$ cat src/logic/oag_pkg.sv
// Package: constants and carrier types for the operand address generator
`default_nettype none
package oag_pkg;
   // Address modes presented with each request
   typedef enum logic [2:0]
   {
      OAG_MODE_SHORT,
      OAG_MODE_SFR,
      OAG_MODE_INDIRECT,
      OAG_MODE_BASED,
      OAG_MODE_BASED_INDEXED,
      OAG_MODE_STACK
   } oag_mode_t;

   // Short direct window
   localparam logic [15:0] OAG_SHORT_LO = 16'hFE20;
   localparam logic [15:0] OAG_SHORT_HI = 16'hFF1F;
   localparam logic [7:0] OAG_SHORT_HIGH_BYTE = 8'hFE;
   localparam logic [7:0] OAG_SHORT_WRAP = 8'h20;
   localparam int OAG_SHORT_CARRY_BIT = 8;
   // Special function register window
   localparam logic [7:0] OAG_SFR_HIGH_BYTE = 8'hFF;
   localparam logic [7:0] OAG_SFR_HOLE_LO = 8'hD0;
   localparam logic [7:0] OAG_SFR_HOLE_HI = 8'hDF;
   // Internal high-speed RAM bounds (stack area), defaults of our own
   localparam logic [15:0] OAG_HSRAM_LO = 16'hFB00;
   localparam logic [15:0] OAG_HSRAM_HI = 16'hFEFF;
   // Reset value and bank count
   localparam logic [15:0] OAG_ADDR_RESET = 16'h0000;
   localparam int OAG_BANKS = 4;

   // One request from the decoder
   typedef struct packed
   {
      oag_mode_t mode;       // Address mode
      logic [7:0] imm;       // Instruction immediate byte
      logic pair_sel;        // 0 = pointer_pair_one, 1 = base_pair
      logic index_sel;       // 0 = lower index, 1 = upper index
      logic word;            // 16-bit operand
   } oag_req_t;

   // One answer on the internal address bus
   typedef struct packed
   {
      logic [15:0] addr;     // Effective address
      logic word;            // Byte pair access
      logic fault;           // Address refused by the mode
   } oag_resp_t;
endpackage
`default_nettype wire

$ cat src/logic/oag_bank_file.sv
// Banked register pair store: one set of pairs per bank, registered read
`timescale 1ns/1ns
`default_nettype none
module oag_bank_file
(
   input wire logic clk,
   input wire logic rst,
   input wire logic ce,
   input wire logic wr_en,                 // Write a bank's pairs
   input wire logic [1:0] wr_bank,         // Bank to write
   input wire logic [15:0] wr_pair_one,    // pointer_pair_one value
   input wire logic [15:0] wr_base,        // base_pair value
   input wire logic [15:0] wr_index,       // Upper and lower index bytes
   input wire logic [1:0] rd_bank,         // Bank to read
   output logic [15:0] rd_pair_one,
   output logic [15:0] rd_base,
   output logic [15:0] rd_index
);
   // ----------------------------------------
   // Storage
   // ----------------------------------------
   logic [47:0] mem_reg [oag_pkg::OAG_BANKS];

   // Bank writes; reset clears nothing, the core reloads the pairs
   always_ff @(posedge clk)
   begin
      if (ce && wr_en)
      begin
         mem_reg[wr_bank] <= {wr_pair_one, wr_base, wr_index};
      end
   end

   // Registered read of the chosen bank
   always_ff @(posedge clk)
   begin
      if (rst)
      begin
         {rd_pair_one, rd_base, rd_index} <= 48'h000000000000;
      end
      else if (ce)
      begin
         {rd_pair_one, rd_base, rd_index} <= mem_reg[rd_bank];
      end
   end
endmodule // oag_bank_file
`default_nettype wire

$ cat src/logic/oag_operand_address_generator.sv
// Operand effective-address generator for the 8-bit core
// How it works
// - Short direct reaches only FE20H..FF1FH.
// - Immediate 20H..FFH gives 0, else 1.
// - That bit is address bit 8; high FE.
// - Short direct word access needs even address.
// - SFR mode reaches FF00H..FFCFH, FFE0H..FFFFH only.
// - FF00H..FF1FH reachable by both modes.
// - SFR word access needs even address.
// - Indirect uses full selected pair as address.
// - Indirect pair comes from flag-selected bank.
// - Based adds zero-extended byte, carry dropped.
// - Base pair comes from flag-selected bank.
// - Based indexed adds zero-extended index register.
// - Stack mode uses stack pointer as address.
// - Stack confined to internal high-speed RAM.
`timescale 1ns/1ns
`default_nettype none
module oag_operand_address_generator
(
   input wire logic clk,
   input wire logic rst,
   input wire logic ce,                       // Freezes all state when low
   input wire logic req_valid,                // Request strobe, one cycle
   input wire oag_pkg::oag_req_t req,         // Request fields
   input wire logic bank_select_low,          // Bank flag, low bit
   input wire logic bank_select_high,         // Bank flag, high bit
   input wire logic [15:0] stack_ptr,         // Stack pointer contents
   input wire logic bank_wr_en,               // Register bank update
   input wire logic [1:0] bank_wr_sel,
   input wire logic [15:0] bank_wr_pair_one,
   input wire logic [15:0] bank_wr_base,
   input wire logic [15:0] bank_wr_index,
   output logic resp_valid,                   // Answer strobe, one cycle
   output oag_pkg::oag_resp_t resp            // Answer fields
);
   // ----------------------------------------
   // Bank selection and pair store
   // ----------------------------------------
   // The two bank flags come from the core's own status logic on this clock,
   // so they are read without synchronisers. A flag change takes effect for
   // the request taken on the same edge, never for one already in flight.
   wire logic [1:0] bank_sel = {bank_select_high, bank_select_low}; // Chosen bank
   wire logic [15:0] pair_one_q;   // pointer_pair_one of chosen bank
   wire logic [15:0] base_q;       // base_pair of chosen bank
   wire logic [15:0] index_q;      // Upper and lower index bytes

   // Pairs read from the bank named by the flags
   oag_bank_file u_bank
   (
      .clk(clk),
      .rst(rst),
      .ce(ce),
      .wr_en(bank_wr_en),
      .wr_bank(bank_wr_sel),
      .wr_pair_one(bank_wr_pair_one),
      .wr_base(bank_wr_base),
      .wr_index(bank_wr_index),
      .rd_bank(bank_sel),
      .rd_pair_one(pair_one_q),
      .rd_base(base_q),
      .rd_index(index_q)
   );

   // ----------------------------------------
   // Request stage
   // ----------------------------------------
   // The bank read is registered, so the request waits one cycle beside it.
   // Trade-off: one extra cycle of latency buys a short path from the bank
   // store into the adders, which sit between two register stages.
   logic stage_valid_reg;
   oag_pkg::oag_req_t stage_req_reg;
   logic [15:0] stage_sp_reg;

   // Capture request alongside the bank read
   always_ff @(posedge clk)
   begin
      if (rst)
      begin
         stage_valid_reg <= 1'b0;
         stage_req_reg <= '0;
         stage_sp_reg <= oag_pkg::OAG_ADDR_RESET;
      end
      else if (ce)
      begin
         stage_valid_reg <= req_valid;
         stage_req_reg <= req;
         stage_sp_reg <= stack_ptr;
      end
   end

   // ----------------------------------------
   // Address forming
   // ----------------------------------------
   wire logic [7:0] imm = stage_req_reg.imm;
   // Low immediates wrap into FF00H..FF1FH via bit 8
   wire logic short_bit8 = (imm < oag_pkg::OAG_SHORT_WRAP);
   // High byte FE with bit 8 injected; window FE20H..FF1FH only
   wire logic [15:0] short_addr =
      {oag_pkg::OAG_SHORT_HIGH_BYTE[7:1], short_bit8, imm};
   // SFR address: high byte all ones
   wire logic [15:0] sfr_addr = {oag_pkg::OAG_SFR_HIGH_BYTE, imm};
   // FFD0H..FFDFH lies outside the SFR mode
   wire logic sfr_hole = (imm >= oag_pkg::OAG_SFR_HOLE_LO) &&
      (imm <= oag_pkg::OAG_SFR_HOLE_HI);
   // Full pair as pointer
   wire logic [15:0] ind_addr = stage_req_reg.pair_sel ? base_q : pair_one_q;
   // Zero-extended offset, 16-bit sum drops the carry
   wire logic [15:0] based_addr = 16'(base_q + {8'h00, imm});
   // Zero-extended index register, carry dropped
   wire logic [7:0] index_byte = stage_req_reg.index_sel ? index_q[15:8] : index_q[7:0];
   wire logic [15:0] bidx_addr = 16'(base_q + {8'h00, index_byte});
   // Stack pointer straight through
   wire logic [15:0] stack_addr = stage_sp_reg;
   // Stack outside high-speed RAM is refused
   wire logic stack_out = (stack_addr < oag_pkg::OAG_HSRAM_LO) ||
      (stack_addr > oag_pkg::OAG_HSRAM_HI);
   // Odd immediate for word access is refused in short direct and SFR modes
   wire logic odd_word = stage_req_reg.word && imm[0];

   // Mode selection; a faulted request still carries its computed address,
   // so the consumer must look at the fault bit before using it
   logic [15:0] addr_sel;
   logic fault_sel;
   always_comb
   begin
      addr_sel = oag_pkg::OAG_ADDR_RESET;
      fault_sel = 1'b0;
      case (stage_req_reg.mode)
         oag_pkg::OAG_MODE_SHORT:
         begin
            addr_sel = short_addr;
            fault_sel = odd_word;
         end
         oag_pkg::OAG_MODE_SFR:
         begin
            addr_sel = sfr_addr;
            fault_sel = odd_word || sfr_hole;
         end
         oag_pkg::OAG_MODE_INDIRECT:
         begin
            addr_sel = ind_addr;
         end
         oag_pkg::OAG_MODE_BASED:
         begin
            addr_sel = based_addr;
         end
         oag_pkg::OAG_MODE_BASED_INDEXED:
         begin
            addr_sel = bidx_addr;
         end
         oag_pkg::OAG_MODE_STACK:
         begin
            addr_sel = stack_addr;
            fault_sel = stack_out;
         end
         default:
         begin
            // Unknown mode: refuse it
            fault_sel = 1'b1;
         end
      endcase
   end

   // ----------------------------------------
   // Answer register
   // ----------------------------------------
   // Outputs come straight from flip-flops. The answer fields hold between
   // strobes so a slow consumer may read them late; only the strobe pulses.
   always_ff @(posedge clk)
   begin
      if (rst)
      begin
         resp_valid <= 1'b0;
         resp <= '0;
      end
      else if (ce)
      begin
         resp_valid <= stage_valid_reg;
         if (stage_valid_reg)
         begin
            resp.addr <= addr_sel;
            resp.word <= stage_req_reg.word;
            resp.fault <= fault_sel;
         end
      end
   end

   // ----------------------------------------
   // Checks
   // ----------------------------------------
   chk_short_window: assert property (@(posedge clk) disable iff (rst)
      (ce && stage_valid_reg && stage_req_reg.mode == oag_pkg::OAG_MODE_SHORT) |=>
      (resp.addr >= 16'hFE20 && resp.addr <= 16'hFF1F))
      else $error("short direct address outside window");
   chk_short_bit8: assert property (@(posedge clk) disable iff (rst)
      (ce && stage_valid_reg && stage_req_reg.mode == oag_pkg::OAG_MODE_SHORT) |=>
      (resp.addr[8] == ($past(imm) < 8'h20)))
      else $error("short direct bit 8 wrong");
   chk_short_high: assert property (@(posedge clk) disable iff (rst)
      (ce && stage_valid_reg && stage_req_reg.mode == oag_pkg::OAG_MODE_SHORT) |=>
      (resp.addr[15:9] == 7'h7F && resp.addr[7:0] == $past(imm)))
      else $error("short direct upper bits wrong");
   chk_word_even: assert property (@(posedge clk) disable iff (rst)
      (ce && stage_valid_reg && stage_req_reg.word && imm[0] &&
      (stage_req_reg.mode == oag_pkg::OAG_MODE_SHORT ||
      stage_req_reg.mode == oag_pkg::OAG_MODE_SFR)) |=> resp.fault)
      else $error("odd word address not refused");
   chk_sfr_hole: assert property (@(posedge clk) disable iff (rst)
      (ce && stage_valid_reg && stage_req_reg.mode == oag_pkg::OAG_MODE_SFR &&
      imm[7:4] == 4'hD) |=> resp.fault)
      else $error("sfr hole not refused");
   chk_sfr_addr: assert property (@(posedge clk) disable iff (rst)
      (ce && stage_valid_reg && stage_req_reg.mode == oag_pkg::OAG_MODE_SFR) |=>
      (resp.addr == {8'hFF, $past(imm)}))
      else $error("sfr address wrong");
   chk_based_sum: assert property (@(posedge clk) disable iff (rst)
      (ce && stage_valid_reg && stage_req_reg.mode == oag_pkg::OAG_MODE_BASED) |=>
      (resp.addr == 16'($past(base_q) + {8'h00, $past(imm)})))
      else $error("based address wrong");
   chk_stack_ram: assert property (@(posedge clk) disable iff (rst)
      (ce && stage_valid_reg && stage_req_reg.mode == oag_pkg::OAG_MODE_STACK) |=>
      (resp.addr == $past(stage_sp_reg) && resp.fault == $past(stack_out)))
      else $error("stack address or confinement wrong");
   chk_resp_latency: assert property (@(posedge clk) disable iff (rst)
      (ce && req_valid) ##1 ce |=> resp_valid)
      else $error("answer not two cycles after request");

   // ----------------------------------------
   // Checks on shared windows and pointers
   // ----------------------------------------
   // Low SFR immediates land in the range short direct also reaches
   chk_sfr_low_shared: assert property (@(posedge clk) disable iff (rst)
      (ce && stage_valid_reg && stage_req_reg.mode == oag_pkg::OAG_MODE_SFR &&
      imm < 8'h20) |=> (resp.addr >= 16'hFF00 && resp.addr <= 16'hFF1F))
      else $error("sfr low range not shared");
   // Low short direct immediates reach the same registers
   chk_short_low_shared: assert property (@(posedge clk) disable iff (rst)
      (ce && stage_valid_reg && stage_req_reg.mode == oag_pkg::OAG_MODE_SHORT &&
      imm < 8'h20) |=> (resp.addr >= 16'hFF00 && resp.addr <= 16'hFF1F))
      else $error("short low range not shared");
   // Indirect answer is the chosen pair, untouched
   chk_indirect_addr: assert property (@(posedge clk) disable iff (rst)
      (ce && stage_valid_reg && stage_req_reg.mode == oag_pkg::OAG_MODE_INDIRECT) |=>
      (resp.addr == ($past(stage_req_reg.pair_sel) ? $past(base_q) : $past(pair_one_q))))
      else $error("indirect address wrong");
   // Indirect may reach every location, so it is never refused
   chk_indirect_clean: assert property (@(posedge clk) disable iff (rst)
      (ce && stage_valid_reg && stage_req_reg.mode == oag_pkg::OAG_MODE_INDIRECT) |=>
      !resp.fault)
      else $error("indirect address refused");
   // Based forms reach every location as well
   chk_based_clean: assert property (@(posedge clk) disable iff (rst)
      (ce && stage_valid_reg && (stage_req_reg.mode == oag_pkg::OAG_MODE_BASED ||
      stage_req_reg.mode == oag_pkg::OAG_MODE_BASED_INDEXED)) |=> !resp.fault)
      else $error("based address refused");
   // Based indexed sum with the chosen index byte, carry dropped
   chk_bidx_sum: assert property (@(posedge clk) disable iff (rst)
      (ce && stage_valid_reg &&
      stage_req_reg.mode == oag_pkg::OAG_MODE_BASED_INDEXED) |=>
      (resp.addr == 16'($past(base_q) + {8'h00, ($past(stage_req_reg.index_sel) ?
      $past(index_q[15:8]) : $past(index_q[7:0]))})))
      else $error("based indexed address wrong");

   // ----------------------------------------
   // Checks on refusals and hold
   // ----------------------------------------
   // Even SFR word outside the hole is accepted
   chk_sfr_word_ok: assert property (@(posedge clk) disable iff (rst)
      (ce && stage_valid_reg && stage_req_reg.mode == oag_pkg::OAG_MODE_SFR &&
      stage_req_reg.word && !imm[0] && imm[7:4] != 4'hD) |=> !resp.fault)
      else $error("even sfr word refused");
   // Even short direct word is accepted
   chk_short_word_ok: assert property (@(posedge clk) disable iff (rst)
      (ce && stage_valid_reg && stage_req_reg.mode == oag_pkg::OAG_MODE_SHORT &&
      !imm[0]) |=> !resp.fault)
      else $error("even short word refused");
   // Stack inside high-speed RAM is accepted
   chk_stack_in_ram: assert property (@(posedge clk) disable iff (rst)
      (ce && stage_valid_reg && stage_req_reg.mode == oag_pkg::OAG_MODE_STACK &&
      stage_sp_reg >= 16'hFB00 && stage_sp_reg <= 16'hFEFF) |=> !resp.fault)
      else $error("stack inside ram refused");
   // Word flag travels with the answer
   chk_resp_word: assert property (@(posedge clk) disable iff (rst)
      (ce && stage_valid_reg) |=> (resp.word == $past(stage_req_reg.word)))
      else $error("word flag lost");
   // No strobe without a staged request
   chk_idle_quiet: assert property (@(posedge clk) disable iff (rst)
      (ce && !stage_valid_reg) |=> !resp_valid)
      else $error("answer strobe without request");
   // Clock enable low freezes the answer
   chk_frozen_hold: assert property (@(posedge clk) disable iff (rst)
      !ce |=> ($stable(resp) && $stable(resp_valid)))
      else $error("answer moved while frozen");
   // Codes above the last mode are refused
   chk_unknown_mode: assert property (@(posedge clk) disable iff (rst)
      (ce && stage_valid_reg && stage_req_reg.mode > oag_pkg::OAG_MODE_STACK) |=>
      resp.fault)
      else $error("unknown mode not refused");
endmodule // oag_operand_address_generator
`default_nettype wire

$ cat config.mk
export PLATFORM = sky130hd
export DESIGN_NAME = oag_operand_address_generator
export DESIGN_NICKNAME = d
export VERILOG_FILES = /design/src/logic/oag_pkg.sv /design/src/logic/oag_bank_file.sv /design/src/logic/oag_operand_address_generator.sv
export SDC_FILE = /design/constraint.sdc
export NUM_CORES = 1
export LEC_CHECK = 0
export ABC_CLOCK_PERIOD_IN_PS = 5900
export BUFFER_PORTS_ARGS = -buffer_cell sky130_fd_sc_hd__buf_2
export CAP_MARGIN = 20
export CORE_MARGIN = 4
export CORE_UTILIZATION = 40
export CTS_CLUSTER_SIZE = 16
export DETAILED_ROUTE_END_ITERATION = 8
export GPL_TIMING_DRIVEN = 1
export SYNTH_ARGS = -nofsm -noshare
export SYNTH_HDL_FRONTEND = slang
export SYNTH_SLANG_ARGS = --single-unit
export TNS_END_PERCENT = 5
$ cat constraint.sdc
create_clock -name clk -period 5.9 [get_ports clk]
set_input_delay 1.77 -clock clk [delete_from_list [all_inputs] [get_ports clk]]
set_output_delay 1.77 -clock clk [all_outputs]
set_load 0.01 [all_outputs]
==> flow_summary.toml <==
[run_status]
status = "complete, no violations"

[power]
switching_share = 0.2217
leakage_uw = 0.005010
clockPowerShare = 0.408
p_int_uw = 3463
cellPowerDensity_mw_per_mm2 = 326.8
p_comb_frac = 0.074
vdd_drop_max_mv = 0.2550
seqPwrFrac = 0.518
power_switching_uw = 986.4

[floorplanning]
row_count = 62
die_w_um = 179.4
core_mm2 = 0.02886
dieArea_mm2 = 0.03220
ios = 106
initial_core_util = 0.4074
die_y_um = 179.4

[placement]
hpwl_mm = 17.01
port_buffers = 105
post-place-cells = 1235
gp_congestion = 0.8705
place_ws_ns = 1.863

[sta]
min_period_over_period = 0.5928
clock_skew_ns = 0.01199
drv_slew = 0
post-route-min-period_ns = 3.498
rsz0062_at_grt = "false"
worst_slew_pin_slew_ns = 0.9535
final-setup-viol-count = 0
timing.fmax_mhz = 285.9
fin_ws_ns = 2.402
hold_violations = 0
slew_headroom = 0.3620

[job]
maxCapViolCount = 0

[cts]
cts_sinks = 290
cts_root_buf = "clkbuf_16"
cts_buffers = 30
post_cts.repair.setup_buffers = 0
clk_pin_slew_ns = 0.06
cts_tree = "yes"
cts_resized = 0
cts_buffer_depth = 3
htreeDepth = 1
clk_latency_ns = 0.55
hold_buffers = 0

[drt]
drt-total-wl_mm = 26.17
drc = 0
drt_iter0_markers = 545
firstDrtPassIters = 5
antenna_left = 0
viasPerCell = 5.277
avgRoutedWirePerCell_um = 20.27
num_vias = 6813

[setup_path]
cp_slowest_cell = "nor3b_4"
cp-end-kind = "flop"
start_kind = "flop"
worstPathMaxFanout = 18
crit_chain = "nor3b_4 > nor2_1 > a21oi_1 > ha_1 > a21o_1 > a221oi_4 > o22ai_1 > nor4b_1 > or3_1"
critPathMaxStageDelay_ns = 0.73
r2r-start = "stage_req_reg[13]$_SDFFE_PP0P_"
critPathLaunch = "stage_req_reg[13]$_SDFFE_PP0P_"
path_class = "reg2reg"
arrival_ns = 3.93
cp_data_required_time_ns = 6.33

[global_route]
antenna_found_initial = 5
grt_pass1_wl_mm = 40.82
grt.met2_usage = 0.2415
globalRouteOverflowTotal = 0
grtUsageMet3 = 0.03436
grt_max_degree = 48
busiest_layer = "met2"
track_usage = 0.1576
gr-usage-met1 = 0.2319
grt_pass1_vias = 6806

[min_path]
hold_start = "resp[1]$_SDFFE_PP0P_"
worstHoldPathType = "reg2reg"

[layout]
fin_cells = 1291
areaGrowthSynthToFinish_pct = 15.79
regArea_mm2 = 0.007727
antenna_cells = 0
largest_register_ffs = 192
multi_input_area_mm2 = 0.003824
fillers = 2522
drive_above_1_share = 0.2470
fin_nets = 981

[synth]
synth.distinct_cells = 62
synth_most_common_cell = "edfxtp_1"
yosysTopAreaCell = "edfxtp_1"
synth_ff_type = "edfxtp_1"
synth_seq_area_share = 0.6573
ys.warnings.count = 0
synthCells = 782
synth_nets = 880
synthArstFlopShare = 0
ys_ff_latch = 290
syn_area_mm2 = 0.01176
ys_top_cells_by_area = "edfxtp_1, dfxtp_1, mux4_2, mux2i_1, nor2_1"
synth-edff-count = 192
synth.avg_cell_area_um2 = 15.03
synth_top_area_share = 0.4904
synthTopCellsByCount = "edfxtp_1, mux2i_1, nor2_1, dfxtp_1, mux4_2"
power groups by stage:
stage / Clock (µW) / Combinational (µW) / Sequential (µW)
detailed placement: 0 / 333 / 2350
floorplan: 0 / 231 / 2320
global placement: 0 / 327 / 2350
CTS: 1860 / 334 / 2310
global route: 1950 / 367 / 2310
finish: 1810 / 330 / 2310
routing by layer:
| layer | routed length [µm] | share of wire | vias up |
|---|---|---|---|
| met5 | 43 | 0.0016 | - |
| met4 | 587 | 0.022 | 10 |
| met3 | 1636 | 0.063 | 52 |
| met2 | 11740 | 0.45 | 185 |
| met1 | 12170 | 0.46 | 3352 |
| li1 | - | - | 3214 |
worst paths after layout:
| check | end | slack (ns) | depth (start not counted) |
|---|---|---|---|
| setup / recovery | resp[15]$_SDFFE_PP0P_ | 2.40 | 9 |
| hold reg to reg | resp[1]$_SDFFE_PP0P_ | 0.47 | 2 |
| hold / removal | resp[1]$_SDFFE_PP0P_ | 0.47 | 2 |
| setup reg to reg | resp[15]$_SDFFE_PP0P_ | 2.40 | 9 |
cell type report:
type	instances	area share
Timing Repair Buffer	117	0.04559
Inverter	1	0.0002757
Tap cell	384	0.03529
Multi-Input combinational cell	443	0.2809
Clock buffer	38	0.06039
Clock inverter	18	0.009926
Sequential cell	290	0.5676
stage by stage:
step           total power (µW)    util  TNS, ns  cell area [µm²]  hold WS, ns
2_1_floorplan              2555       -   -26.10            11760       0.4445
3_3_place_gp               2673  0.4386        0            12660       0.4582
3_5_place_dp               2681  0.4386        0            12660       0.4676
4_1_cts                    4498  0.4717        0            13610       0.4759
5_1_grt                    4627  0.4717        0            13610       0.4894
6_report                   4449  0.4717        0            13610       0.4708
worst max-delay path, delay by kind of cell, from the launching register on:
family | cells | cell delay [ns]
compound gates | 4 | 1.03
fa+ha+maj | 1 | 0.29
flops | 1 | 0.70
simple gates | 4 | 1.35
kinds of logic after synthesis:
group / after synthesis / share of synthesized area
DFF: 290 / 0.6573
and+or+nand+nor: 171 / 0.06673
muxes: 155 / 0.1835
AOI/OAI and AO/OA: 99 / 0.05609
buffers and inverters: 49 / 0.01884
adders and majority gates: 11 / 0.01235
xor gates and xnor gates: 7 / 0.005215
cells in the final DEF, fill, tap and decap left out, types with 3 or more instances in the layout:
cell type and instances:
a21o_1 4, a21oi_1 30, a221oi_1 8, buf_2 103, buf_4 14, clkbuf_1 5
clkbuf_16 31, clkinv_1 7, clkinv_2 7, dfxtp_1 98, edfxtp_1 192, ha_1 10
mux2_2 4, mux2i_1 103, mux4_2 48, nand2_1 21, nand3_1 9, nand4_1 4
nor2_1 102, nor2b_1 4, nor3_1 7, o211ai_1 3, o21a_1 5, o21ai_0 23
o22ai_1 5, xnor2_1 3, xor2_1 4
(Power assumes the default switching activity.)
